`src/shared/xmrs_pkg.sv`:
```
package xmrs_pkg;

  // operand geometry
  localparam int unsigned XMRS_DATA_W = 8;
  localparam int unsigned XMRS_BIT_W = 3;
  localparam int unsigned XMRS_MSB = 7;
  localparam int unsigned XMRS_LSB = 0;
  localparam int unsigned XMRS_NIB_W = 4;

  // byte constants
  localparam logic [7:0] XMRS_ALL_ONES = 8'hFF;
  localparam logic [7:0] XMRS_ZERO = 8'h00;
  localparam logic [7:0] XMRS_ONE = 8'h01;

  // reset values
  localparam logic [7:0] XMRS_RST_WORK = 8'h00;
  localparam logic XMRS_RST_FLAG = 1'h0;

  // operations handled by this datapath
  typedef enum logic [3:0] {
    XMRS_OP_ROTATE_RIGHT_MEM,
    XMRS_OP_ROTATE_RIGHT_TO_WORK,
    XMRS_OP_ROTATE_RIGHT_THRU_CARRY_MEM,
    XMRS_OP_ROTATE_RIGHT_THRU_CARRY_TO_WORK,
    XMRS_OP_SUB_WITH_BORROW_TO_WORK,
    XMRS_OP_SUB_WITH_BORROW_TO_MEM,
    XMRS_OP_DECREMENT_SKIP_IF_NULL_MEM,
    XMRS_OP_DECREMENT_SKIP_IF_NULL_TO_WORK,
    XMRS_OP_SET_ALL_OR_ONE_BIT,
    XMRS_OP_INCREMENT_SKIP_IF_NULL_MEM,
    XMRS_OP_INCREMENT_SKIP_IF_NULL_TO_WORK
  } xmrs_op_t;

  // issue sequencer
  typedef enum logic {
    XMRS_ST_RUN,
    XMRS_ST_DUMMY
  } xmrs_state_t;

endpackage

```
`src/hdl/xmrs_exec.sv`:
```
//
// Contract
// - memory rotate right, bit 0 into 7
// - rotate right into working register, no flags
// - rotate through carry to memory, carry only
// - rotate through carry into working register
// - working minus memory minus inverted carry
// - same difference written back to memory
// - carry clear if negative, else set
// - subtract updates all six arithmetic flags
// - decrement memory, skip next when zero
// - skip costs a dummy second cycle
// - decrement into working register, skip if zero
// - set all bits of byte to ones
// - set only the selected bit
// - increment memory, skip next when zero
// - increment into working register, skip if zero
module xmrs_exec (
  // clock and reset
  input wire logic core_clk_in,
  input wire logic sys_rst_in,
  // operation request
  input wire logic op_valid_in,
  input wire xmrs_pkg::xmrs_op_t op_code_in,
  input wire logic [xmrs_pkg::XMRS_DATA_W-1:0] mem_data_in,
  input wire logic [xmrs_pkg::XMRS_BIT_W-1:0] bit_sel_in,
  input wire logic set_single_in,
  // direct working register load
  input wire logic work_load_in,
  input wire logic [xmrs_pkg::XMRS_DATA_W-1:0] work_data_in,
  // direct status load
  input wire logic flag_load_in,
  input wire logic carry_data_in,
  input wire logic zero_data_in,
  input wire logic nibble_carry_data_in,
  input wire logic signed_range_data_in,
  input wire logic signed_carry_data_in,
  input wire logic chained_null_data_in,
  // issue handshake
  output logic op_ready_out,
  output logic done_out,
  output logic skip_out,
  // data memory write-back
  output logic mem_wr_out,
  output logic [xmrs_pkg::XMRS_DATA_W-1:0] mem_wdata_out,
  // working register and status
  output logic [xmrs_pkg::XMRS_DATA_W-1:0] working_register_out,
  output logic carry_out,
  output logic zero_out,
  output logic nibble_carry_out,
  output logic signed_range_out,
  output logic signed_carry_out,
  output logic chained_null_out
);
  import xmrs_pkg::*;

  // one-step wrap, zero test stays on eight bits
  function automatic logic [XMRS_DATA_W-1:0] step_byte(
    input logic [XMRS_DATA_W-1:0] value,
    input logic up
  );
    step_byte = up ? value + XMRS_ONE : value - XMRS_ONE;
  endfunction

  function automatic logic [XMRS_DATA_W-1:0] set_byte(
    input logic [XMRS_DATA_W-1:0] value,
    input logic [XMRS_BIT_W-1:0] idx,
    input logic single
  );
    set_byte = single ? (value | (XMRS_ONE << idx)) : XMRS_ALL_ONES;
  endfunction

  // state
  xmrs_state_t state_q, state_d;
  logic ready_q, ready_d;
  logic done_q;
  logic skip_q;
  logic mem_wr_q;
  logic [XMRS_DATA_W-1:0] mem_wdata_q;
  logic [XMRS_DATA_W-1:0] work_q, work_d;
  logic carry_q, carry_d;
  logic zero_q, zero_d;
  logic nib_q, nib_d;
  logic ovf_q, ovf_d;
  logic sc_q, sc_d;
  logic cz_q, cz_d;

  // decode
  wire logic take;
  wire logic is_rot;
  wire logic is_rot_thru;
  wire logic is_sbc;
  wire logic is_inc;
  wire logic is_dec;
  wire logic is_step;
  wire logic is_set;
  wire logic to_mem;
  wire logic to_work;
  wire logic skip_hit;

  // datapath results
  wire logic [XMRS_DATA_W-1:0] rot_res;
  wire logic rot_carry;
  wire logic [XMRS_DATA_W-1:0] sbc_res;
  wire logic sbc_carry;
  wire logic sbc_zero;
  wire logic sbc_nib;
  wire logic sbc_ovf;
  wire logic sbc_sc;
  wire logic sbc_cz;
  wire logic [XMRS_DATA_W-1:0] step_res;
  wire logic [XMRS_DATA_W-1:0] set_res;
  wire logic [XMRS_DATA_W-1:0] result;

  // a request is only taken while the dummy slot is not running
  assign take = op_valid_in & ready_q;

  assign is_rot_thru = (op_code_in == XMRS_OP_ROTATE_RIGHT_THRU_CARRY_MEM)
    | (op_code_in == XMRS_OP_ROTATE_RIGHT_THRU_CARRY_TO_WORK);
  assign is_rot = is_rot_thru
    | (op_code_in == XMRS_OP_ROTATE_RIGHT_MEM)
    | (op_code_in == XMRS_OP_ROTATE_RIGHT_TO_WORK);
  assign is_sbc = (op_code_in == XMRS_OP_SUB_WITH_BORROW_TO_WORK)
    | (op_code_in == XMRS_OP_SUB_WITH_BORROW_TO_MEM);
  assign is_inc = (op_code_in == XMRS_OP_INCREMENT_SKIP_IF_NULL_MEM)
    | (op_code_in == XMRS_OP_INCREMENT_SKIP_IF_NULL_TO_WORK);
  assign is_dec = (op_code_in == XMRS_OP_DECREMENT_SKIP_IF_NULL_MEM)
    | (op_code_in == XMRS_OP_DECREMENT_SKIP_IF_NULL_TO_WORK);
  assign is_step = is_inc | is_dec;
  assign is_set = (op_code_in == XMRS_OP_SET_ALL_OR_ONE_BIT);

  // destination select; the other side is left untouched
  assign to_work = (op_code_in == XMRS_OP_ROTATE_RIGHT_TO_WORK)
    | (op_code_in == XMRS_OP_ROTATE_RIGHT_THRU_CARRY_TO_WORK)
    | (op_code_in == XMRS_OP_SUB_WITH_BORROW_TO_WORK)
    | (op_code_in == XMRS_OP_DECREMENT_SKIP_IF_NULL_TO_WORK)
    | (op_code_in == XMRS_OP_INCREMENT_SKIP_IF_NULL_TO_WORK);
  assign to_mem = (op_code_in == XMRS_OP_ROTATE_RIGHT_MEM)
    | (op_code_in == XMRS_OP_ROTATE_RIGHT_THRU_CARRY_MEM)
    | (op_code_in == XMRS_OP_SUB_WITH_BORROW_TO_MEM)
    | (op_code_in == XMRS_OP_DECREMENT_SKIP_IF_NULL_MEM)
    | (op_code_in == XMRS_OP_INCREMENT_SKIP_IF_NULL_MEM)
    | is_set;

  xmrs_rot u_rot (
    .operand_in(mem_data_in),
    .carry_in(carry_q),
    .thru_carry_in(is_rot_thru),
    .rotated_out(rot_res),
    .carry_out(rot_carry)
  );

  xmrs_sbc u_sbc (
    .minuend_in(work_q),
    .subtrahend_in(mem_data_in),
    .carry_in(carry_q),
    .zero_in(zero_q),
    .diff_out(sbc_res),
    .carry_out(sbc_carry),
    .zero_out(sbc_zero),
    .nibble_carry_out(sbc_nib),
    .signed_range_out(sbc_ovf),
    .signed_carry_out(sbc_sc),
    .chained_null_out(sbc_cz)
  );

  assign step_res = step_byte(mem_data_in, is_inc);
  assign set_res = set_byte(mem_data_in, bit_sel_in, set_single_in);
  assign result = is_rot ? rot_res
    : is_sbc ? sbc_res
    : is_step ? step_res
    : set_res;

  // skip decision on the eight-bit result
  assign skip_hit = take & is_step & (step_res == XMRS_ZERO);

  // working register: op result wins over a direct load
  assign work_d = (take & to_work) ? result
    : (!take & work_load_in) ? work_data_in
    : work_q;

  // rotates through carry touch carry alone, plain rotates nothing
  assign carry_d = (take & is_rot) ? rot_carry
    : (take & is_sbc) ? sbc_carry
    : (!take & flag_load_in) ? carry_data_in
    : carry_q;

  // step, set and rotate leave the five arithmetic flags other than carry alone
  assign zero_d = (take & is_sbc) ? sbc_zero
    : (!take & flag_load_in) ? zero_data_in
    : zero_q;
  assign nib_d = (take & is_sbc) ? sbc_nib
    : (!take & flag_load_in) ? nibble_carry_data_in
    : nib_q;
  assign ovf_d = (take & is_sbc) ? sbc_ovf
    : (!take & flag_load_in) ? signed_range_data_in
    : ovf_q;
  assign sc_d = (take & is_sbc) ? sbc_sc
    : (!take & flag_load_in) ? signed_carry_data_in
    : sc_q;
  assign cz_d = (take & is_sbc) ? sbc_cz
    : (!take & flag_load_in) ? chained_null_data_in
    : cz_q;

  // skipping inserts one dummy slot while the next fetch is dropped
  always_comb begin
    state_d = state_q;
    ready_d = ready_q;
    unique case (state_q)
      XMRS_ST_RUN: begin
        if (skip_hit) begin
          state_d = XMRS_ST_DUMMY;
          ready_d = 1'h0;
        end else begin
          ready_d = 1'h1;
        end
      end
      XMRS_ST_DUMMY: begin
        state_d = XMRS_ST_RUN;
        ready_d = 1'h1;
      end
    endcase
  end

  always_ff @(posedge core_clk_in) begin
    if (sys_rst_in) begin
      state_q <= XMRS_ST_RUN;
      ready_q <= 1'h0;
    end else begin
      state_q <= state_d;
      ready_q <= ready_d;
    end
  end

  always_ff @(posedge core_clk_in) begin
    if (sys_rst_in) begin
      done_q <= 1'h0;
      skip_q <= 1'h0;
      mem_wr_q <= 1'h0;
      mem_wdata_q <= XMRS_ZERO;
    end else begin
      done_q <= take;
      skip_q <= skip_hit;
      mem_wr_q <= take & to_mem;
      mem_wdata_q <= result;
    end
  end

  always_ff @(posedge core_clk_in) begin
    if (sys_rst_in) begin
      work_q <= XMRS_RST_WORK;
      carry_q <= XMRS_RST_FLAG;
      zero_q <= XMRS_RST_FLAG;
      nib_q <= XMRS_RST_FLAG;
      ovf_q <= XMRS_RST_FLAG;
      sc_q <= XMRS_RST_FLAG;
      cz_q <= XMRS_RST_FLAG;
    end else begin
      work_q <= work_d;
      carry_q <= carry_d;
      zero_q <= zero_d;
      nib_q <= nib_d;
      ovf_q <= ovf_d;
      sc_q <= sc_d;
      cz_q <= cz_d;
    end
  end

  // all outputs straight from flops
  assign op_ready_out = ready_q;
  assign done_out = done_q;
  assign skip_out = skip_q;
  assign mem_wr_out = mem_wr_q;
  assign mem_wdata_out = mem_wdata_q;
  assign working_register_out = work_q;
  assign carry_out = carry_q;
  assign zero_out = zero_q;
  assign nibble_carry_out = nib_q;
  assign signed_range_out = ovf_q;
  assign signed_carry_out = sc_q;
  assign chained_null_out = cz_q;
endmodule

```
`src/hdl/xmrs_rot.sv`:
```
module xmrs_rot (
  // operand
  input wire logic [xmrs_pkg::XMRS_DATA_W-1:0] operand_in,
  input wire logic carry_in,
  input wire logic thru_carry_in,
  // result
  output logic [xmrs_pkg::XMRS_DATA_W-1:0] rotated_out,
  output logic carry_out
);
  import xmrs_pkg::*;

  wire logic fill_bit;

  // plain form feeds bit 0 back, carry form feeds the old carry
  assign fill_bit = thru_carry_in ? carry_in : operand_in[XMRS_LSB];
  assign rotated_out = {fill_bit, operand_in[XMRS_MSB:XMRS_LSB+1]};
  // plain form leaves carry as it was
  assign carry_out = thru_carry_in ? operand_in[XMRS_LSB] : carry_in;
endmodule

```
`src/hdl/xmrs_sbc.sv`:
```
module xmrs_sbc (
  // operands
  input wire logic [xmrs_pkg::XMRS_DATA_W-1:0] minuend_in,
  input wire logic [xmrs_pkg::XMRS_DATA_W-1:0] subtrahend_in,
  input wire logic carry_in,
  input wire logic zero_in,
  // result and flags
  output logic [xmrs_pkg::XMRS_DATA_W-1:0] diff_out,
  output logic carry_out,
  output logic zero_out,
  output logic nibble_carry_out,
  output logic signed_range_out,
  output logic signed_carry_out,
  output logic chained_null_out
);
  import xmrs_pkg::*;

  wire logic [XMRS_DATA_W:0] full_diff;
  wire logic [XMRS_NIB_W:0] nib_diff;
  wire logic borrow_in;

  assign borrow_in = ~carry_in;
  // ninth bit is the borrow out of the byte
  assign full_diff = {1'h0, minuend_in} - {1'h0, subtrahend_in}
    - {8'h00, borrow_in};
  assign nib_diff = {1'h0, minuend_in[XMRS_NIB_W-1:0]}
    - {1'h0, subtrahend_in[XMRS_NIB_W-1:0]} - {4'h0, borrow_in};
  assign diff_out = full_diff[XMRS_DATA_W-1:0];
  // carry clear on negative result, set on zero or positive
  assign carry_out = ~full_diff[XMRS_DATA_W];
  assign nibble_carry_out = ~nib_diff[XMRS_NIB_W];
  assign zero_out = (diff_out == XMRS_ZERO);
  assign signed_range_out = (minuend_in[XMRS_MSB] ^ subtrahend_in[XMRS_MSB])
    & (minuend_in[XMRS_MSB] ^ diff_out[XMRS_MSB]);
  // true sign of the difference, overflow corrected
  assign signed_carry_out = signed_range_out ^ diff_out[XMRS_MSB];
  // lets a compare keep null only if this byte and the zero flag from the previous byte were both null
  assign chained_null_out = zero_out & zero_in;
endmodule

```
`config.mk`:
```
export PLATFORM = sky130hd
export DESIGN_NAME = xmrs_exec
export DESIGN_NICKNAME = d
export VERILOG_FILES = /design/src/shared/xmrs_pkg.sv /design/src/hdl/xmrs_exec.sv /design/src/hdl/xmrs_rot.sv /design/src/hdl/xmrs_sbc.sv
export SDC_FILE = /design/constraint.sdc
export NUM_CORES = 1
export LEC_CHECK = 0
export BUFFER_PORTS_ARGS = -buffer_cell sky130_fd_sc_hd__buf_2
export CAP_MARGIN = 20
export CORE_MARGIN = 2
export CORE_UTILIZATION = 33
export DETAILED_ROUTE_END_ITERATION = 8
export GPL_TIMING_DRIVEN = 0
export PLACE_DENSITY = 0.55
export SLEW_MARGIN = 0
export SYNTH_ARGS = -nofsm -noshare
export SYNTH_HDL_FRONTEND = slang
export SYNTH_SLANG_ARGS = --single-unit
export TNS_END_PERCENT = 30
```
`constraint.sdc`:
```
create_clock -name core_clk_in -period 7.7 [get_ports core_clk_in]
set_clock_uncertainty 0.15 [all_clocks]
set_input_delay 1.54 -clock core_clk_in [delete_from_list [all_inputs] [get_ports core_clk_in]]
set_output_delay 1.54 -clock core_clk_in [all_outputs]
set_load 0.03 [all_outputs]
```
==> results of run 1 <==
-- routing by layer --
layer | GRT usage, % | up-vias | part of all wire, %
met1 | 25.1 | 1149 | 48
met2 | 31.5 | 56 | 47
met5 | 0 | - | 0
li1 | - | 1246 | -
met3 | 2.26 | 4 | 4.2
met4 | 2.94 | 0 | 0.60
-- cells in the mapped netlist, types with 3 or more instances --
cell type  number  area share [%]
a21oi_1        15             3.3
buf_2           3            0.65
nor3_1         10             2.2
mux2i_1         5             2.2
o21ai_0         8             1.7
nand3b_1        5             1.6
o21ai_1         7             1.5
dfxtp_1        27              23
o22ai_1         4             1.1
inv_1          29             4.7
nand2b_1        5             1.4
nand4_1         6             1.6
or3_1           3            0.81
ha_1           16             8.7
a31oi_1         6             1.6
a211oi_1       10             3.3
xnor2_1        14             5.3
and3_1          3            0.81
a22oi_1         3            0.98
a221oi_1        3             1.1
clkbuf_1       10             1.6
nor2_1         36             5.9
nand3_1         6             1.3
nand2_1        32             5.2
o211ai_1        7             2.3
xor2_1          3             1.1
and2_1          3            0.81
-- final timing paths --
path	endpoint	startpoint	depth (start not counted)	slack [ps]
worst min register to register	state_q	state_q	1	280
worst min-delay path	state_q	state_q	1	280
worst max-delay path	chained_null_out	mem_data_in[0]	11	3400
worst max register to register	chained_null_out	carry_out	11	4420
-- cells by family after synthesis --
| kind of cell | count (synthesis) |
|---|---|
| AO/OA/AOI/OAI | 79 |
| XOR/XNOR | 18 |
| adder cells (fa/ha/maj) | 18 |
| buffers and inverters | 43 |
| flip-flops | 27 |
| multiplexers | 5 |
| AND/OR/NAND/NOR | 124 |
-- metrics by stage --
step	worst slack, ps	instance area [sq um]	hold slack [ps]
after CTS	3420	2770	276
after floorplan	3630	2310	248
after global routing	3230	2770	300
after detailed placement	3120	2720	261
after global placement	3160	2720	256
final	3400	2770	281
-- power by group --
| part | switching (uW) | internal, uW | leakage (uW) |
|---|---|---|---|
| registers | 5.54 | 151 | 0.000223 |
| clock network | 50.2 | 36.9 | 0.0000217 |
| logic | 124 | 72.7 | 0.000976 |
-- worst max-delay path, cell delays in order --
cell and delay (ps):
buf_2 190, fa_1 580, inv_1 50, ha_1 160
o21ai_0 240, a22oi_1 200, and4b_1 230, nor4_1 570
nand4_1 280, o21ai_1 190, o211a_1 150
-- layout make-up --
| cell class | instances | area (sq um) | share of cell area, % |
|---|---|---|---|
| timing repair buffer | 58 | 290 | 10.5 |
| clock buffer | 3 | 41.3 | 1.49 |
| buffer | 13 | 52.6 | 1.90 |
| inverter | 30 | 113 | 4.07 |
| tap | 96 | 120 | 4.34 |
| multi-input combinational | 244 | 1600 | 57.9 |
| sequential | 27 | 541 | 19.5 |
| clock inverter | 1 | 7.51 | 0.271 |
==> flow_summary.toml, run 1 <==
[drt]
drt_iter0_drc = 155
avgViaCountPerCell = 5.20
routed_wirelength_um = 7020
detail_route.wl_per_cell_um = 14.9
first_pass_iters = 5
drt.antenna.violating_nets = 0
drc = 0
via_count = 2455

[logic_synthesis]
synth-main-ff-cell = "dfxtp_1"
combinational_family_with_the_most_area_after_synthesis = "simple AND/OR/NAND/NOR gates"
number_of_synthesized_flops_with_an_enable_pin = 0
muxShareOfSynthArea_pct = 2.17
synthesis.area_per_instance_sq_um = 7.36
syn_nets = 367
synth_simple_gate_area_share_pct = 27.1
synth.yosys.warnings = 0
syn_area_sq_um = 2310
async_flop_share_pct = 0
compound_cell_area_share_of_the_yosys_netlist_pct = 22.6
synth_sequential_area_ratio_pct = 23.4
adder_cell_fraction_of_synth_area_pct = 10.4
synthDistinctLibCells = 51
synthCells = 314
synth-xor-area-share_pct = 7.15
yosys_register_bits = 27

[sta]
setup_viol = 0
slew_violations = 0
min_period_ps = 4300
rsz0062_at_grt = "false"
setup-tns-final_ps = 0
layout_worst_path_cycle_share_pct = 55.8
slew_headroom_pct = 34.4
report.final.hold_viol_count = 0
max_clock_freq_mhz = 233
timing_worst_slew_pin_value_ps = 982

[clocking]
cts_buffer_depth = 2
tritoncts_clock_tree = "done"
worstSkewPairLatency_ps = 280
post_cts_setup_buffers = 0
holdBufCountCts = 0
maximum_level_of_the_cts_h_tree = 1
cts.sink_count = 27
clkSlewWorstSetupHoldPaths_ps = 100
ctsResizeCount = 0
clk_root_buffer_cell = "clkbuf_8"
numCtsBuffers = 3

[placement]
gp_congestion = 0.852
placedCellCount = 468
placement.io_buffers = 58
hpwl_um = 5590

[power]
power.total_uw = 439
static-leakage-power_uw = 0.00122
power.density_cell_area_nw_per_um2 = 159
ir_worst_vdd_uv = 59.7

[floorplan]
dieHeight_um = 87.7
i_o_pins = 61
initial_core_utilization_pct = 34.0
placement_rows = 30
floorplan.die.width_um = 87.7
core_sq_um = 6790
design.die.area_sq_um = 7680

[finish]
final_nets = 430
final_cell_count_no_fill = 472
n_antenna_cell = 0
finalCoreUtilization_pct = 40.8
synthToLayoutAreaGrowth_pct = 19.9
n_fill_cell = 743
mostFrequentLayoutCell = "buf_2"
drive_gt1_share_pct = 18.6
mostFrequentLayoutCells = "buf_2 (61), nor2_1 (36), nand2_1 (32), inv_1 (29), dfxtp_1 (27)"

[global_routing]
largest_net_degree_at_the_start_of_global_routing = 17
initial_antenna_violation_count = 0
grt_pass1_wl_um = 11000
globalRouteTotalUtil_pct = 18.3
grt_pass1_vias = 2203
global_route_congestion_overflow_total = 0

[critical_path]
crit_path_end_kind = "register"
start_kind = "input pin"
worstPathRequired_ps = 7780
timing.setup.critical_path_class = "in -> reg"
critical_path.max_fanout = 11
data_arrival_time_of_the_critical_path_ps = 4380

[flow_run]
cap_viol_max_count = 0

[run_status]
outcome = "complete, no violations"

[min_path]
holdCritPathClass = "reg -> reg"
(Power assumes the default switching activity.)
==> run 2: changes to the inputs <==
- ABC_AREA: not set -> 1
- clock period: 7.7 -> 4.27 ns (I/O delays scaled with it)
==> run 2 against run 1 <==
  * Cell count increased by 16%
  * Critical path depth increased by 8
  * Final area increased by 4.3%
  * Worst setup slack got worse by 2300 ps
  * Sequential share of layout area decreased by 0.80 points
  * Count of clock-buffer cells in the layout increased by 1
  * Total power increased by 80%
  * Non-clock buffer count decreased by 5
  * Clock power increased by 68%
  * Synthesized area increased by 4.9%
==> flow_summary.toml, run 2 <==
[clocking]
holdBufCountCts = 0
numCtsBuffers = 3
clkSlewWorstSetupHoldPaths_ps = 90
worstSkewPairLatency_ps = 270
post_cts_setup_buffers = 0
cts_buffer_depth = 2
maximum_level_of_the_cts_h_tree = 1
cts.sink_count = 27
ctsResizeCount = 0
clk_root_buffer_cell = "clkbuf_8"
tritoncts_clock_tree = "done"

[logic_synthesis]
synth_top_cells_by_area = "dfxtp_1 (22%), nand2_1 (14%), inv_1 (11%), ha_1 (8.3%), o21ai_0 (6.4%)"
synth_top_area_share_pct = 22.3
number_of_synthesized_flops_with_an_enable_pin = 0
synth_commonest_cells = "nand2_1 (90), inv_1 (70), o21ai_0 (31)"
synth.yosys.warnings = 0
syn_area_sq_um = 2420
async_flop_share_pct = 0
syn_nets = 438
synthesis.area_per_instance_sq_um = 6.29
synth_sequential_area_ratio_pct = 22.3
yosysTopAreaCell = "dfxtp_1"
synth-main-ff-cell = "dfxtp_1"
synth.most_common_cell = "nand2_1"
yosys_register_bits = 27
synthCells = 385
synthDistinctLibCells = 38

[global_routing]
largest_net_degree_at_the_start_of_global_routing = 15
grt_pass1_vias = 2615
initial_antenna_violation_count = 0
global_route_congestion_overflow_total = 0
globalRouteTotalUtil_pct = 18.8
grt_pass1_wl_um = 12500

[finish]
synthToLayoutAreaGrowth_pct = 19.2
n_antenna_cell = 0
final_nets = 502
n_fill_cell = 823
mostFrequentLayoutCells = "nand2_1 (90), inv_1 (70), buf_2 (59), o21ai_0 (31)"
drive_gt1_share_pct = 19.2
mostFrequentLayoutCell = "nand2_1"

[floorplan]
core_sq_um = 7180
dieHeight_um = 89.7
design.die.area_sq_um = 8050
placement_rows = 31
initial_core_utilization_pct = 33.8
i_o_pins = 61
floorplan.die.width_um = 89.7

[critical_path]
crit_path_end_kind = "register"
critical_path.max_fanout = 9
timing.setup.critical_path_class = "in -> reg"
start_kind = "input pin"
data_arrival_time_of_the_critical_path_ps = 3260
worstPathRequired_ps = 4330

[sta]
timing_worst_slew_pin_value_ps = 499
report.final.hold_viol_count = 0
layout_worst_path_cycle_share_pct = 75.1
setup-tns-final_ps = 0
max_clock_freq_mhz = 312
setup_viol = 0
min_period_ps = 3210
rsz0062_at_grt = "false"
slew_headroom_pct = 66.6
slew_violations = 0

[power]
power.total_uw = 791
static-leakage-power_uw = 0.00154
power.density_cell_area_nw_per_um2 = 274
ir_worst_vdd_uv = 183

[drt]
first_pass_iters = 4
drc = 0
via_count = 2681
detail_route.wl_per_cell_um = 13.8
avgViaCountPerCell = 4.90
drt_iter0_drc = 107
routed_wirelength_um = 7570
drt.antenna.violating_nets = 0

[min_path]
holdCritPathClass = "reg -> reg"

[placement]
placement.io_buffers = 59
gp_congestion = 0.968
hpwl_um = 6220

[run_status]
outcome = "complete, no violations"

[flow_run]
cap_viol_max_count = 0
## run 2: power breakdown
| part | leakage (uW) | switching, uW | total [uW] | internal (uW) |
|---|---|---|---|---|
| Sequential | 0.000224 | 11.1 | 283 | 272 |
| Combinational | 0.00129 | 242 | 362 | 120 |
| Clock | 0.0000228 | 78.8 | 146 | 66.9 |
| Total | 0.00154 | 332 | 791 | 459 |
## run 2: logic make-up after synthesis
logic type | Yosys count | share of synthesized area [%]
adders and majority gates | 18 | 9.91
xor gates and xnor gates | 9 | 3.25
and+or+nand+nor | 167 | 31.3
DFF | 27 | 22.3
AOI/OAI and AO/OA | 85 | 20.7
buffers and inverters | 79 | 12.5
## run 2: per-stage QoR
step                utilization [%]  cells  setup slack [ps]  instance area [sq um]  hold WS [ps]
global route                   40.2    547               792                   2890           371
CTS                            40.2    547              1070                   2890           346
global placement               39.6    543               793                   2840           324
detailed placement             39.6    543               788                   2840           331
finish                         40.2    547              1060                   2890           343
floorplan                         -    385              1410                   2420           311
## run 2: layout make-up
cell class	instances	area (sq um)	area share (%)
Buffer	7	33.8	1.17
Clock buffer	4	45.0	1.56
Inverter	72	270	9.36
Multi-Input combinational cell	279	1580	54.7
Sequential cell	27	541	18.7
Tap cell	99	124	4.29
Timing Repair Buffer	59	295	10.2
## run 2: layer usage
layer	part of all wire, %	GRT usage [%]	up-vias
li1	-	-	1380
met4	0.92	3.33	0
met2	48	33.3	102
met5	0	0	-
met1	44	24.4	1195
met3	6.7	3.19	4
## run 2: path summary, 6_finish.rpt
path                           startpoint                      end  slack [ps]  depth (start not counted)
setup / recovery           mem_data_in[0]  working_register_out[5]        1060                         19
hold / removal                    state_q                  state_q         340                          2
setup reg to reg  working_register_out[0]  working_register_out[5]        1400                         19
hold reg to reg                   state_q                  state_q         340                          2
## run 2: worst max-delay path, stage by stage
cell and delay, ps:
buf_2 180, fa_1 580, inv_1 50, ha_1 160, o21ai_0 140, nand2_1 100
nand2_1 90, nand2_1 50, nand2_1 70, nand2_1 50, nand2_1 50, nand2_1 120
o21ai_0 300, inv_1 70, nand2_1 70, nand2_1 70, nand2_1 60, nand2_1 60
a21oi_1 120
